### src/common/cbse_regs.vh
// Register map, command fields, opcodes, flag positions and cycle counts
// for the branch, bit, shift and pointer-load execution block.
// Assumes a 32-bit APB slave with byte addresses on an 8-bit paddr.
`ifndef CBSE_REGS_VH
`define CBSE_REGS_VH

// Register byte offsets
`define CBSE_ADDR_W 8
`define CBSE_OFS_CMD 8'h00
`define CBSE_OFS_STATUS 8'h04
`define CBSE_OFS_FLAGS 8'h08
`define CBSE_OFS_PC 8'h0c
`define CBSE_OFS_DATA 8'h10
`define CBSE_OFS_XPTR 8'h14
// I/O register window 0x20..0x3c, data window 0x40..0x7c
`define CBSE_IO_BASE_TAG 3'b001
`define CBSE_MEM_BASE_TAG 2'b01
`define CBSE_IO_COUNT 8
`define CBSE_MEM_COUNT 16

// Command word fields
`define CBSE_F_OP_MSB 4
`define CBSE_F_OP_LSB 0
`define CBSE_F_BIT_MSB 10
`define CBSE_F_BIT_LSB 8
`define CBSE_F_IO_MSB 14
`define CBSE_F_IO_LSB 12
`define CBSE_F_OFS_MSB 22
`define CBSE_F_OFS_LSB 16
`define CBSE_CMD_MASK 32'h007f771f

// Status word fields
`define CBSE_ST_BUSY 0
`define CBSE_ST_TAKEN 1

// Opcodes
`define CBSE_OP_NOP 5'h00
`define CBSE_OP_BR_SET 5'h01
`define CBSE_OP_BR_CLR 5'h02
`define CBSE_OP_IO_SET 5'h03
`define CBSE_OP_IO_CLR 5'h04
`define CBSE_OP_LSL 5'h05
`define CBSE_OP_LSR 5'h06
`define CBSE_OP_ROL 5'h07
`define CBSE_OP_ROR 5'h08
`define CBSE_OP_ASHR 5'h09
`define CBSE_OP_SWAP 5'h0a
`define CBSE_OP_FLAG_SET 5'h0b
`define CBSE_OP_FLAG_CLR 5'h0c
`define CBSE_OP_TSTORE 5'h0d
`define CBSE_OP_TLOAD 5'h0e
`define CBSE_OP_LD_X 5'h0f
`define CBSE_OP_LD_XINC 5'h10
`define CBSE_OP_LD_XDEC 5'h11

// Status flag register bit positions
`define CBSE_FL_C 0
`define CBSE_FL_Z 1
`define CBSE_FL_N 2
`define CBSE_FL_V 3
`define CBSE_FL_S 4
`define CBSE_FL_H 5
`define CBSE_FL_T 6
`define CBSE_FL_I 7

// Reset values
`define CBSE_FLAGS_RST 8'h00
`define CBSE_PC_RST 16'h0000
`define CBSE_X_RST 16'h0000
`define CBSE_DATA_RST 8'h00
`define CBSE_CMD_RST 32'h00000000
`define CBSE_STORE_RST 8'h00

// Execution lengths in core cycles
`define CBSE_CYC_SHORT 1
`define CBSE_CYC_LONG 2

`endif

### src/rtl/cbse_exec.v
// Execution block for branches, I/O bit ops, shifts, flag ops, T-bit
// transfers and X-pointer loads, with its state reached over APB.
// Assumes APB signals come from logic on the same clock.
`timescale 1ns/1ns
`include "cbse_regs.vh"

module cbse_exec (
    input wire clock,
    input wire reset_n,
    input wire clock_en,
    input wire psel,
    input wire penable,
    input wire pwrite,
    input wire [7:0] paddr,
    input wire [31:0] pwdata,
    output reg [31:0] prdata,
    output reg pready,
    output reg pslverr
);

    // Register map, byte offsets on paddr:
    //   Command word at the base, a write starts one instruction
    //   Status word: bit 0 busy, bit 1 set if the last instruction was a taken branch
    //   Flag register, program counter, operand register, X pointer
    //   Eight I/O registers at 0x20, sixteen data bytes at 0x40
    // Command word layout:
    //   Opcode in the low five bits; unknown codes run as a no-op
    //   Bit index picks the flag, the I/O bit or the operand bit
    //   I/O index picks one of the eight I/O registers
    //   Seven-bit signed offset for the relative branches
    // Sequencing, counted from the edge where the command write lands:
    //   The next edge runs the first execution cycle
    //   Single-cycle forms finish there and advance the PC by one
    //   Two-cycle forms finish one edge later
    //   Untaken branches take the short path, taken ones the long path
    //   Busy falls at the finishing edge and is polled in the status word
    // Flag effects:
    //   Shifts and rotates write Z, C, N and V, with V = N xor C
    //   S and H are never touched by a shift
    //   Swap, bit load, I/O bit ops, branches and loads keep all flags
    //   Bit store writes T only; flag set and clear write one bit
    // Bus timing:
    //   Every access has one wait state, more for a write while busy; pready stands for one cycle
    //   Read data is captured at the first access edge
    //   Narrow registers read back zeros in the upper bits
    //   Unmapped or misaligned addresses answer with pslverr, writes dropped
    //   Back-to-back transfers need no idle cycle between them
    //   A low clock enable freezes the bus handshake as well
    // Limitations:
    //   Loads see only the low four bits of X, the window is 16 bytes
    //   Data bytes are written only over the bus; loads never store
    //   Signed branches test N xor V, never the stored S bit
    //   The PC counts instructions, not program words
    //   No write lands while busy, so software cannot race the sequencer
    //   Reads stay open while busy, so the status word can be polled

    // Sequencer states
    localparam ST_IDLE = 2'b00;
    localparam ST_EX1 = 2'b01;
    localparam ST_EX2 = 2'b10;

    // Architectural state and the latched command
    reg [1:0] state_reg;
    reg [31:0] cmd_reg;
    reg [7:0] status_flag_register_reg;
    reg [15:0] pc_reg;
    reg [7:0] data_reg;
    reg [15:0] x_reg;
    reg taken_reg;

    // Flat views of the I/O registers and data bytes for the muxes
    wire [63:0] io_bus;
    wire [127:0] mem_bus;

    // Command fields
    wire [4:0] op = cmd_reg[`CBSE_F_OP_MSB:`CBSE_F_OP_LSB];
    wire [2:0] bit_sel = cmd_reg[`CBSE_F_BIT_MSB:`CBSE_F_BIT_LSB];
    wire [2:0] io_sel = cmd_reg[`CBSE_F_IO_MSB:`CBSE_F_IO_LSB];
    wire [6:0] k_ofs = cmd_reg[`CBSE_F_OFS_MSB:`CBSE_F_OFS_LSB];
    wire busy = (state_reg != ST_IDLE);

    // APB decode
    wire io_hit = (paddr[7:5] == `CBSE_IO_BASE_TAG) && (paddr[1:0] == 2'b00);
    wire mem_hit = (paddr[7:6] == `CBSE_MEM_BASE_TAG) && (paddr[1:0] == 2'b00);
    wire reg_hit = (paddr == `CBSE_OFS_CMD) || (paddr == `CBSE_OFS_STATUS) ||
                   (paddr == `CBSE_OFS_FLAGS) || (paddr == `CBSE_OFS_PC) ||
                   (paddr == `CBSE_OFS_DATA) || (paddr == `CBSE_OFS_XPTR);
    // Any mapped, aligned word
    wire addr_hit = io_hit || mem_hit || reg_hit;
    // Writes wait while an instruction runs, so software never races it
    wire can_accept = !(pwrite && busy);
    // Access phase qualifiers
    wire apb_first = psel && penable && !pready;
    wire apb_wr = psel && penable && pready && pwrite && addr_hit;
    wire cmd_wr = apb_wr && (paddr == `CBSE_OFS_CMD);

    // Sign-extended branch target
    wire [15:0] k_ext = {{9{k_ofs[6]}}, k_ofs};
    wire [15:0] pc_inc = pc_reg + 16'h0001;
    wire [15:0] pc_target = pc_reg + k_ext + 16'h0001;

    // Load operand from the data window, indexed by the low X bits
    wire [7:0] mem_at_x = mem_bus[x_reg[3:0]*8 +: 8];
    // Pointer steps for the load forms
    wire [15:0] x_dec = x_reg - 16'h0001;
    wire [15:0] x_inc = x_reg + 16'h0001;

    // Branch condition: index S tests N xor V instead of the stored S bit
    wire fl_n = status_flag_register_reg[`CBSE_FL_N];
    wire fl_v = status_flag_register_reg[`CBSE_FL_V];
    wire br_flag = (bit_sel == `CBSE_FL_S) ? (fl_n ^ fl_v) :
                   status_flag_register_reg[bit_sel];
    // Set form jumps on 1, clear form on 0
    wire br_take = (op == `CBSE_OP_BR_SET) ? br_flag : !br_flag;

    // Shifter result and its flags
    wire [7:0] sh_out;
    wire sh_c;
    wire sh_n = sh_out[7];
    wire sh_z = (sh_out == 8'h00);
    wire sh_v = sh_n ^ sh_c;

    cbse_shift_unit u_shift (
        .op(op),
        .din(data_reg),
        .cin(status_flag_register_reg[`CBSE_FL_C]),
        .dout(sh_out),
        .cout(sh_c)
    );

    // Instruction classes
    wire is_io = (op == `CBSE_OP_IO_SET) || (op == `CBSE_OP_IO_CLR);
    wire io_commit = clock_en && (state_reg == ST_EX2) && is_io;

    // I/O registers: APB writable, bit set/clear in the second cycle
    genvar gi;
    generate
        for (gi = 0; gi < `CBSE_IO_COUNT; gi = gi + 1) begin : g_io
            reg [7:0] q;
            wire sel_apb = apb_wr && io_hit && (paddr[4:2] == gi);
            always @(posedge clock or negedge reset_n) begin
                if (!reset_n) begin
                    q <= `CBSE_STORE_RST;
                end else if (clock_en) begin
                    if (io_commit && (io_sel == gi)) begin
                        if (op == `CBSE_OP_IO_SET)
                            q <= q | (8'h01 << bit_sel);
                        else
                            q <= q & ~(8'h01 << bit_sel);
                    end else if (sel_apb) begin
                        q <= pwdata[7:0];
                    end
                end
            end
            assign io_bus[gi*8 +: 8] = q;
        end
    endgenerate

    // Data window read by the X-pointer loads, written only over APB
    generate
        for (gi = 0; gi < `CBSE_MEM_COUNT; gi = gi + 1) begin : g_mem
            reg [7:0] q;
            wire sel_apb = apb_wr && mem_hit && (paddr[5:2] == gi);
            always @(posedge clock or negedge reset_n) begin
                if (!reset_n)
                    q <= `CBSE_STORE_RST;
                else if (clock_en && sel_apb)
                    q <= pwdata[7:0];
            end
            assign mem_bus[gi*8 +: 8] = q;
        end
    endgenerate

    // Read mux, captured one cycle before the access completes
    reg [31:0] rd_data;
    always @* begin
        rd_data = 32'h00000000;
        if (io_hit) begin
            rd_data[7:0] = io_bus[paddr[4:2]*8 +: 8];
        end else if (mem_hit) begin
            rd_data[7:0] = mem_bus[paddr[5:2]*8 +: 8];
        end else begin
            case (paddr)
                `CBSE_OFS_CMD: rd_data = cmd_reg;
                `CBSE_OFS_STATUS: begin
                    rd_data[`CBSE_ST_BUSY] = busy;
                    rd_data[`CBSE_ST_TAKEN] = taken_reg;
                end
                `CBSE_OFS_FLAGS: rd_data[7:0] = status_flag_register_reg;
                `CBSE_OFS_PC: rd_data[15:0] = pc_reg;
                `CBSE_OFS_DATA: rd_data[7:0] = data_reg;
                `CBSE_OFS_XPTR: rd_data[15:0] = x_reg;
                default: rd_data = 32'h00000000;
            endcase
        end
    end

    // APB handshake: one wait state, longer while busy blocks a write
    always @(posedge clock or negedge reset_n) begin
        if (!reset_n) begin
            pready <= 1'b0;
            prdata <= 32'h00000000;
            pslverr <= 1'b0;
        end else if (clock_en) begin
            if (pready) begin
                pready <= 1'b0;
                pslverr <= 1'b0;
            end else if (apb_first && can_accept) begin
                pready <= 1'b1;
                prdata <= pwrite ? 32'h00000000 : rd_data;
                pslverr <= !addr_hit;
            end
        end
    end

    // Sequencer and core state; software writes land only while idle
    always @(posedge clock or negedge reset_n) begin
        if (!reset_n) begin
            state_reg <= ST_IDLE;
            cmd_reg <= `CBSE_CMD_RST;
            status_flag_register_reg <= `CBSE_FLAGS_RST;
            pc_reg <= `CBSE_PC_RST;
            data_reg <= `CBSE_DATA_RST;
            x_reg <= `CBSE_X_RST;
            taken_reg <= 1'b0;
        end else if (clock_en) begin
            case (state_reg)
                // Idle: software owns every register
                ST_IDLE: begin
                    if (cmd_wr) begin
                        cmd_reg <= pwdata & `CBSE_CMD_MASK;
                        state_reg <= ST_EX1;
                    end else if (apb_wr) begin
                        if (paddr == `CBSE_OFS_FLAGS)
                            status_flag_register_reg <= pwdata[7:0];
                        if (paddr == `CBSE_OFS_PC)
                            pc_reg <= pwdata[15:0];
                        if (paddr == `CBSE_OFS_DATA)
                            data_reg <= pwdata[7:0];
                        if (paddr == `CBSE_OFS_XPTR)
                            x_reg <= pwdata[15:0];
                    end
                end
                ST_EX1: begin
                    // Single-cycle forms finish here; others go on to EX2
                    state_reg <= ST_IDLE;
                    pc_reg <= pc_inc;
                    taken_reg <= 1'b0;
                    case (op)
                        `CBSE_OP_BR_SET, `CBSE_OP_BR_CLR: begin
                            // Flags are left alone on every branch path
                            if (br_take) begin
                                taken_reg <= 1'b1;
                                pc_reg <= pc_reg;
                                state_reg <= ST_EX2;
                            end
                        end
                        `CBSE_OP_IO_SET, `CBSE_OP_IO_CLR: begin
                            pc_reg <= pc_reg;
                            state_reg <= ST_EX2;
                        end
                        `CBSE_OP_LSL, `CBSE_OP_LSR, `CBSE_OP_ROL,
                        `CBSE_OP_ROR, `CBSE_OP_ASHR: begin
                            data_reg <= sh_out;
                            status_flag_register_reg[`CBSE_FL_C] <= sh_c;
                            status_flag_register_reg[`CBSE_FL_Z] <= sh_z;
                            status_flag_register_reg[`CBSE_FL_N] <= sh_n;
                            status_flag_register_reg[`CBSE_FL_V] <= sh_v;
                        end
                        `CBSE_OP_SWAP: begin
                            data_reg <= sh_out;
                        end
                        `CBSE_OP_FLAG_SET: begin
                            status_flag_register_reg[bit_sel] <= 1'b1;
                        end
                        `CBSE_OP_FLAG_CLR: begin
                            status_flag_register_reg[bit_sel] <= 1'b0;
                        end
                        `CBSE_OP_TSTORE: begin
                            status_flag_register_reg[`CBSE_FL_T] <= data_reg[bit_sel];
                        end
                        `CBSE_OP_TLOAD: begin
                            data_reg[bit_sel] <= status_flag_register_reg[`CBSE_FL_T];
                        end
                        `CBSE_OP_LD_X, `CBSE_OP_LD_XINC: begin
                            data_reg <= mem_at_x;
                            pc_reg <= pc_reg;
                            state_reg <= ST_EX2;
                        end
                        `CBSE_OP_LD_XDEC: begin
                            x_reg <= x_dec;
                            pc_reg <= pc_reg;
                            state_reg <= ST_EX2;
                        end
                        default: begin
                            pc_reg <= pc_inc;
                        end
                    endcase
                end
                // Second cycle: branch target, pointer step or late load data
                ST_EX2: begin
                    state_reg <= ST_IDLE;
                    pc_reg <= pc_inc;
                    case (op)
                        `CBSE_OP_BR_SET, `CBSE_OP_BR_CLR: begin
                            pc_reg <= pc_target;
                        end
                        `CBSE_OP_LD_XINC: begin
                            x_reg <= x_inc;
                        end
                        `CBSE_OP_LD_XDEC: begin
                            data_reg <= mem_at_x;
                        end
                        default: begin
                            pc_reg <= pc_inc;
                        end
                    endcase
                end
                default: begin
                    state_reg <= ST_IDLE;
                end
            endcase
        end
    end

endmodule

### src/rtl/cbse_shift_unit.v
// Shift, rotate and nibble-swap datapath for the execution block.
// Purely combinational; the caller registers the result and flags.
`timescale 1ns/1ns
`include "cbse_regs.vh"

module cbse_shift_unit (
    input wire [4:0] op,
    input wire [7:0] din,
    input wire cin,
    output reg [7:0] dout,
    output reg cout
);

    // One shifter shared by all five shift forms and the swap
    always @* begin
        dout = din;
        cout = cin;
        case (op)
            `CBSE_OP_LSL: begin
                dout = {din[6:0], 1'b0};
                cout = din[7];
            end
            `CBSE_OP_LSR: begin
                dout = {1'b0, din[7:1]};
                cout = din[0];
            end
            `CBSE_OP_ROL: begin
                dout = {din[6:0], cin};
                cout = din[7];
            end
            `CBSE_OP_ROR: begin
                dout = {cin, din[7:1]};
                cout = din[0];
            end
            `CBSE_OP_ASHR: begin
                dout = {din[7], din[7:1]};
                cout = din[0];
            end
            `CBSE_OP_SWAP: begin
                dout = {din[3:0], din[7:4]};
            end
            default: begin
                dout = din;
            end
        endcase
    end

endmodule
### config.mk
export PLATFORM = sky130hd
export DESIGN_NAME = cbse_exec
export DESIGN_NICKNAME = d
export VERILOG_FILES = /design/src/rtl/cbse_exec.v /design/src/rtl/cbse_shift_unit.v
export VERILOG_INCLUDE_DIRS = /design/src /design/src/common
export SDC_FILE = /design/constraint.sdc
export NUM_CORES = 1
export LEC_CHECK = 0
export BUFFER_PORTS_ARGS = -buffer_cell sky130_fd_sc_hd__buf_2
export CAP_MARGIN = 20
export CORE_MARGIN = 5
export CORE_UTILIZATION = 63
export CTS_CLUSTER_DIAMETER = 80
export CTS_CLUSTER_SIZE = 10
export DETAILED_ROUTE_END_ITERATION = 10
export PLACE_DENSITY = 0.83
export SLEW_MARGIN = 20
export SYNTH_ARGS = -nofsm -noshare
export SYNTH_HDL_FRONTEND = slang
export SYNTH_SLANG_ARGS = --single-unit
### constraint.sdc
create_clock -name clock -period 6.7 [get_ports clock]
set_clock_uncertainty 0.15 [all_clocks]
set_input_delay 0.67 -clock clock [delete_from_list [all_inputs] [get_ports clock]]
set_output_delay 0.67 -clock clock [all_outputs]
set_load 0.03 [all_outputs]
==> results of run 1 <==
## cell families after synthesis
logic type	after synthesis	synth area share [%]
AO/OA/AOI/OAI	463	17.61
XOR/XNOR	32	1.540
adder cells (fa/ha/maj)	36	2.557
buffers and inverters	163	4.049
flip-flops	286	39.32
multiplexers	289	23.70
other	1	0.02060
AND/OR/NAND/NOR	406	11.21
## critical path, cell delays in order (launching register included)
cell,delay [ps]
dfrtp_1,420
inv_1,100
ha_1,380
inv_1,470
fa_1,560
a21o_1,170
a21o_1,210
a2111oi_0,760
o21bai_1,270
a31oi_1,270
xor2_1,160
o21ai_0,100
## stage by stage
step	hold WS, ps	utilization (%)	cells	instance area [um2]
floorplan	224.4	-	1684	18230
global placement	314.0	64.64	2007	18500
detailed placement	322.6	64.66	2007	18510
CTS	140.9	67.79	2047	19400
global route	234.2	68.07	2051	19490
finish	237.3	68.07	2051	19490
## power groups by stage
stage	registers [mW]	logic (mW)	clock network (mW)
after floorplan	1.98	1.37	0
after global placement	2.09	1.66	0
after detailed placement	2.10	1.70	0
after CTS	2.07	1.70	1.64
after global routing	2.09	1.92	1.72
final	2.08	1.74	1.63
## timing repair
item	in CTS	in global routing
buffers inserted	0	0
hold endpoints to repair	0	28
hold buffers	0	1
## metal layers
metal | up-vias | part of all wire (%) | global-route usage, %
li1 | 6380 | - | -
met1 | 7398 | 38 | 44.46
met2 | 980 | 46 | 50.11
met3 | 182 | 11 | 7.417
met4 | 0 | 4.5 | 13.62
met5 | - | 0 | 0
## final timing paths
path / from / end / slack, ps / depth (start not counted)
setup / recovery: state_reg[0] / x_reg[14] / 2550 / 11
hold / removal: pwdata[18] / cmd_reg[18] / 240 / 2
setup reg to reg: state_reg[0] / x_reg[14] / 2550 / 11
hold reg to reg: prdata[1] / prdata[1] / 330 / 2
max in group asynchronous: reset_n / g_mem[9].q[2] / 4410 / 4
min in group asynchronous: reset_n / cmd_reg[1] / 430 / 2
## cells in the final DEF, fill, tap and decap left out, drive strengths merged, types with 11 or more instances in the layout
| master | netlist | final |
|---|---|---|
| a21oi | 116 | 116 |
| o21ai | 95 | 95 |
| dfrtp | 286 | 286 |
| xor2 | 19 | 19 |
| inv | 26 | 28 |
| clkbuf | 68 | 36 |
| buf | 68 | 77 |
| mux2 | 155 | 155 |
| ha | 34 | 34 |
| nor2b | 18 | 18 |
| a222oi | 13 | 13 |
| nand3b | 11 | 11 |
| a31oi | 11 | 11 |
| mux4 | 98 | 98 |
| nand2 | 102 | 102 |
| mux2i | 36 | 36 |
| a221oi | 71 | 71 |
| nor2 | 147 | 147 |
| a211oi | 12 | 12 |
| xnor2 | 13 | 13 |
| nand3 | 23 | 23 |
| nor3 | 26 | 26 |
| nand2b | 14 | 14 |
| a22oi | 11 | 11 |
| o22ai | 16 | 16 |
| a21o | 16 | 16 |
| o31ai | 15 | 15 |
| a22o | 12 | 12 |
| o21a | 13 | 13 |
| and3 | 11 | 11 |
## area by class of cell
class | instances | share of cell area (%)
inverter | 27 | 0.5201
timing repair buffer | 78 | 2.523
sequential | 286 | 36.73
clock inverter | 4 | 0.1990
antenna | 1 | 0.01284
tap | 384 | 2.466
clock buffer | 36 | 4.405
multi-input combinational | 1235 | 53.14
==> impl.org, run 1 <==
** Yosys
- The average instance in the mapped netlist occupies 10.86 um2.
- Cell area after synthesis :: roughly 18000 um2
- Share of synthesized flip-flops with an asynchronous set or reset :: 100.0%
- Number of synthesized register bits :: 286
- Most frequent cells after synthesis :: 286 x dfrtp_1, 155 x mux2_2, 142 x nor2_1
- Leading post-synthesis cells by cell area :: dfrtp_1 39%, mux4_2 12%, mux2_2 9.6%, a21oi_1 3.1%, a221oi_1 3.1%
- Number of instances in the synthesized netlist :: ~1700
- Share of synthesized area occupied by flip-flops and latches :: between 30% and 40%
- In the synthesized netlist the dominant register cell turns out to be dfrtp_1.
- Synthesis instantiated 86 different standard cells from the library.
- Yosys printed 0 warnings.
- Top cell type by total area after synthesis :: dfrtp_1
- Portion of synthesized cell area occupied by the leading cell type :: about two fifths
- In the post-synthesis netlist, the cell with the most instances is dfrtp_1.
- Number of enable-type register cells in the synthesized netlist :: 0

** Global routing
- Number of global-route vias before repair :: roughly 15000
- Global-route usage over all layers :: approximately 32%
- Number of antenna violations at the first check in global routing :: 1
- The first global-routing pass estimated ~84000 um of wire.
- Entering global routing, the biggest net connects 132 pins.
- Summed over all layers, the global routing overflow is 0.

** Timing
- Measured against its own limit, the worst slew margin works out to between 20% and 30%.
- At the pin with the least slew margin, the transition time is between 1000 and 1500 ps.
- Post-route fraction of the period consumed by the critical path :: 61.93%
- Setup repair after global routing missed its margin :: false
- Number of setup violations in the final report :: 0
- Highest clock frequency the design can meet :: approximately 0.24 GHz
- The number of failing hold endpoints at the final stage was 0.
- Final min period :: 4149 ps
- Aggregate negative setup slack :: 0 ps
- The total count of max-transition violations in the final report is 0.
- After layout, the worst setup slack is about 2600 ps.

** Job
- Across the run, the number of max-cap violations was 0.

** Pwr
- IR analysis of the VDD net gives a maximum drop of between 150 and 200 uV.
- For this design the ratio of total power to cell area is 279.8 nW/um2.
- The completed layout was analyzed and its total power is 5.453 mW.
- For this design the total switching power over the nets is ~2.0 mW.
- Switching share of total power :: 36.69%
- Reg power frac :: between 30% and 40%
- Combinational group share of total power :: about a third
- The internal power of the cells totals 3.452 mW.
- For this design the static power due to leakage is 8.542 nW.
- The clock network accounts for 29.9% of the total power.

** Placement
- Worst slack at placement :: 2641 ps
- Summed over all nets, the half-perimeter wirelength after detailed placement is roughly 35000 um.
- The congestion estimate from routability-driven global placement came to just under 1.
- Count of port buffers added during placement :: 61

** Clocking
- Clock transition at the registers of the reported paths :: about 60 ps
- The number of clock buffers added by TritonCTS is 34.
- Clock insertion delay at the later pin of the skew report :: between 500 and 600 ps
- Clock tree from TritonCTS :: built
- No sink is reached through more buffers than the 3 on the longest clock path.
- H-tree levels :: 2
- Clock tree synthesis selected as its root buffer the cell clkbuf_16.
- Clock sinks :: 286
- Cts repair resizes :: 0

** Drt
- DR vias/cell :: roughly 7.3
- Routed Antenna Nets :: 0
- Drc violations :: 0
- Dividing the detail-routed wire length by the instance count gives 25.76 um.
- The first routing iteration left 1833 violations.
- Overall via count from detail_route :: 14940
- The first TritonRoute pass finished after 6 iterations.
- For this block, the routed nets add up to roughly 53000 um of wire.

** Setup path
- Critical path capture point type :: flip-flop
- Start-to-end type of the worst setup path :: flip-flop to flip-flop
- The worst setup path is launched from a flip-flop.
- Data arrival time at the worst-slack endpoint :: between 4000 and 5000 ps
- Maximum net fanout on the critical path :: 20
- Required time at the worst-slack endpoint :: between 6000 and 7000 ps

** Finish
- At the end of the flow, the number of nets in the layout was between 1500 and 2000.
- The area growth from synthesis to layout is 7.060%.
- In the final layout, the share of cells above drive strength 1 is between 20% and 30%.
- The multi-input combinational cells in the finished layout cover a total of 10350 um2.
- Flip-flop and latch area :: approximately 7200 um2
- Layout filler cell count :: 2044

** Worst hold path
- Hold/Removal Path Class :: input port to flip-flop

** Floorplanning
- After floorplanning, the core was sized to cover about 29000 um2.
- Measured along the x axis, the die boundary spans roughly 180 um.
- The floorplan step set the die height to 180.0 um.
- Effective utilization at floorplan :: a little under two thirds
- 80 I/O pins were placed.
- Row count :: between 60 and 70
- The die covers 32390 um2.

** Run status
- Result of the run :: completed
Power figures use the tool's default switching activity.
==> run 2: changes to the inputs <==
--- a/config.mk
+++ b/config.mk
@@ -6,6 +6,7 @@
 export SDC_FILE = /design/constraint.sdc
 export NUM_CORES = 1
 export LEC_CHECK = 0
+export ABC_AREA = 1
 export BUFFER_PORTS_ARGS = -buffer_cell sky130_fd_sc_hd__buf_2
 export CAP_MARGIN = 20
 export CORE_MARGIN = 5
==> constraint.sdc (replaced) <==
create_clock -name clock -period 4.1 [get_ports clock]
set_clock_uncertainty 0.15 [all_clocks]
set_input_delay 0.41 -clock clock [delete_from_list [all_inputs] [get_ports clock]]
set_output_delay 0.41 -clock clock [all_outputs]
set_load 0.03 [all_outputs]
==> run 2 against run 1 <==
Against the previous run:
- first-iteration DRC count increased by 59%
- synthesized area is 5.0% higher
- critical path type unchanged
- critical path depth grew 1
- largest power group is now combinational cells
- count of clock-buffer cells in the layout is 1 higher
==> impl.org, run 2 <==
** Run status
- The run finished with clean final reports.

** Drt
- The count of nets left with antenna violations once routing finished came out at 0.
- Number of optimization iterations in the first detailed-route pass :: 6
- DR vias/cell :: approximately 6.3
- The first routing iteration left about 3000 violations.
- The routed design has roughly 67000 um of wire.
- Detail-routed net length per standard cell :: 20.18 um
- Overall via count from detail_route :: 20880
- After detailed routing, the number of remaining DRC violations is 0.

** Placement
- Post-detail-place hpwl :: about 46000 um
- The placed instances occupy a cell area of ~20000 um2.
- At the end of routability-driven placement, the weighted congestion stood at approximately 1.0.
- Worst slack at placement :: ~860 ps
- In this run, placement finished with an instance count of between 3000 and 4000.
- Count of port buffers added during placement :: 61

** Finish
- In the layout the commonest cells are 919 x nand2_1, 362 x o21ai_0, 298 x inv_1.
- The filler cells instantiated in the layout total approximately 2600.
- At the end of the flow, the number of nets in the layout was 2990.
- Once layout is complete, the cells apart from fillers number around 3300.
- Summed area of non-filler cells in the final layout :: approximately 21000 um2
- In the final layout, the share of cells above drive strength 1 is 6.111%.
- Area growth, synth to finish :: 8.533%
- The library cell used most frequently in the layout, excluding fill and tap cells, is nand2_1.
- Measured on the finished design, the core utilization comes to a little over two thirds.

** Pwr
- Total power draw :: 11.03 mW
- Pwr dens :: between 500 and 600 nW/um2
- IR analysis of the VDD net gives a maximum drop of ~470 uV.
- Of the total power, the share spent switching nets is between 40% and 50%.
- The clock network accounts for about a quarter of the total power.
- The internal power of the cells totals around 6.1 mW.
- Combinational group share of total power :: a little over two fifths
- Leak Pwr :: approximately 10 nW
- Reg power frac :: roughly a third
- The analysis attributes to net switching a power of 4.903 mW.

** Yosys
- Leading post-synthesis cells by cell area :: dfrtp_1 37%, nand2_1 18%, o21ai_0 9.5%, nand3_1 6.2%, inv_1 5.9%
- Top FF cell, synth :: dfrtp_1
- Cell with the most instances after synthesis :: nand2_1
- Most frequent cells after synthesis :: 923 x nand2_1, 362 x o21ai_0, 298 x inv_1
- The mapped netlist covers roughly 19000 um2.
- The number of different library cells used by synthesis comes to between 40 and 50.
- The synthesized design contains 286 register bits.
- Number of warning messages in the yosys log :: 0
- Top cell type by total area after synthesis :: dfrtp_1
- The synthesized design contains 0 enable-type register cells.
- The share of synthesized area in the top cell type comes to 37.46%.
- Synthesis handed over a netlist of ~2900 instances.
- Counting flops with an async set or reset pin after synthesis yields a share of between 90% and 100%.
- Dividing the synthesized area by the synthesized cell count gives 6.595 um2.
- Share of synthesized area occupied by flip-flops and latches :: 37.46%

** Setup path
- The worst setup path is launched from a flip-flop.
- Critical path capture point type :: flip-flop
- Required time at the worst-slack endpoint :: between 4000 and 5000 ps
- Data arrives at the worst endpoint at ~3500 ps.
- The critical path in this run is classified as flip-flop to flip-flop.
- Maximum net fanout on the critical path :: 13

** Timing
- Setup repair after global routing missed its margin :: false
- The number of failing hold endpoints at the final stage came to 0.
- Highest clock frequency the design can meet :: 0.3160 GHz
- Aggregate negative setup slack :: 0 ps
- Number of setup violations in the final report :: 0
- At the pin with the least slew margin, the transition time is between 900 and 1000 ps.
- Setup ws final :: approximately 940 ps
- In this run the tightest slew margin relative to its limit is 35.87%.
- The smallest clock period supported by the final layout is computed as 3164 ps.
- Final-report max-slew violation count :: 0
- The worst path uses slightly below 80% of the clock period.
- Final hold analysis gives a worst-case slack of 7.116 ps.

** Global routing
- For met3 alone, demand over resource in global routing was a little under a tenth.
- The via count of the first global-routing pass came to between 15000 and 20000.
- For met2 alone, demand over resource in global routing was 59.01%.
- The initial antenna violation count is 1.
- In the global route stage, met1 resource usage came out at 53.60%.
- Entering global routing, the biggest net connects around 120 pins.
- Global routing used about two fifths of the available tracks.
- The total overflow left after global routing is 0.
- GRT busiest layer :: met2
- Wire length of the first global-routing pass :: approximately 110000 um

** Clocking
- Clock tree synthesis inserted a total of 35 buffers.
- The clock passes through at most 3 buffers.
- Cts repair resizes :: 0
- The clock net in this run drives a total of 286 sinks.
- At the later pin of the worst-skew pair, clock insertion delay measures ~540 ps.
- H-tree levels :: 2
- TritonCTS built the clock tree.
- Clock-pin slew was measured on the worst setup and hold paths at roughly 60 ps.
- CTS placed an instance of clkbuf_16 at the clock tree root.

** Job
- The tool flagged a number of max-cap violations equal to 0.

** Floorplanning
- Row count :: 63
- Effective utilization at floorplan :: ~64%
- During I/O placement, the number of pins put on the boundary was 80.
- The die is approximately 180 um wide.
- CORE AREA :: 29800 um2
- The floorplan step defined a die boundary enclosing about 34000 um2.
- Overall die height :: 184.1 um

** Worst hold path
- Hold/Removal Path Class :: input port to flip-flop
-- run 2: cell types whose count changed in the layout (fill, tap and decap cells not counted), moves of 92 or more --
cell / previous run / this run
inv_1: 26 / 298
mux2_2: 155 / 0
mux4_2: 98 / 0
nand2_1: 100 / 919
nand3_1: 22 / 235
o21ai_0: 88 / 362
o22ai_1: 16 / 108
-- run 2: cell families after synthesis --
kind of cell    after synthesis  synth area share (%)
flops                       286                 37.46
simple gates               1428                 30.97
compound gates              676                 19.25
other cells                   1               0.01963
buf+inv                     456                 9.227
xor+xnor                     14                0.6418
fa+ha+maj                    36                 2.436
-- run 2: area by class of cell --
class	count	area [um2]	share of cell area, %
diodes	1	2.502	0.01207
repair buffers	112	748.2	3.608
multi-input cells	2163	10230	49.32
inverters	310	1164	5.612
clock buffers	37	883.3	4.260
well taps	390	488.0	2.353
flip-flops and latches	286	7158	34.52
clock inverters	5	66.31	0.3198
-- run 2: routing by layer --
metal,vias to the layer above,part of all wire [%],wire length [um]
li1,9550,-,-
met1,9656,38,25650
met2,1401,43,28880
met3,276,13,8700
met4,0,5.2,3464
met5,-,0,0
-- run 2: path summary, 6_finish.rpt --
check                            from             to  cells past startpoint  slack, ps
setup reg to reg           cmd_reg[4]      flip-flop                     12        940
hold reg to reg             prdata[2]      prdata[2]                      2        330
hold / removal             pwdata[16]    cmd_reg[16]                      3          7
max in group asynchronous     reset_n      async pin                      3       2500
min in group asynchronous     reset_n  g_mem[0].q[6]                      2        420
setup / recovery           cmd_reg[4]      flip-flop                     12        940
-- run 2: worst max-delay path, cell delays in order, from the launching register on --
cell and delay, ps:
dfrtp_1 460, inv_2 200, nand3_2 160, nor2_4 280, a21oi_2 110, nor3_4 410, nand4_2 320, buf_4 290
inv_1 310, nand2_1 100, nand3_1 140, nand2_1 70, o21ai_1 70
-- run 2: timing repair --
item / in CTS / in global routing
endpoints found under the hold margin: 115 / 0
hold buffers: 5 / 0
setup endpoints to repair: 0 / 0
buffers inserted: 0 / 0
-- run 2: power groups by stage --
| stage | Clock (mW) | Sequential (mW) | Combinational [mW] |
|---|---|---|---|
| floorplan | 0 | 3.31 | 3.41 |
| global placement | 0 | 3.48 | 4.52 |
| CTS | 2.77 | 3.44 | 4.66 |
| global route | 2.89 | 3.48 | 5.34 |
| detailed placement | 0 | 3.48 | 4.62 |
| finish | 2.77 | 3.47 | 4.80 |
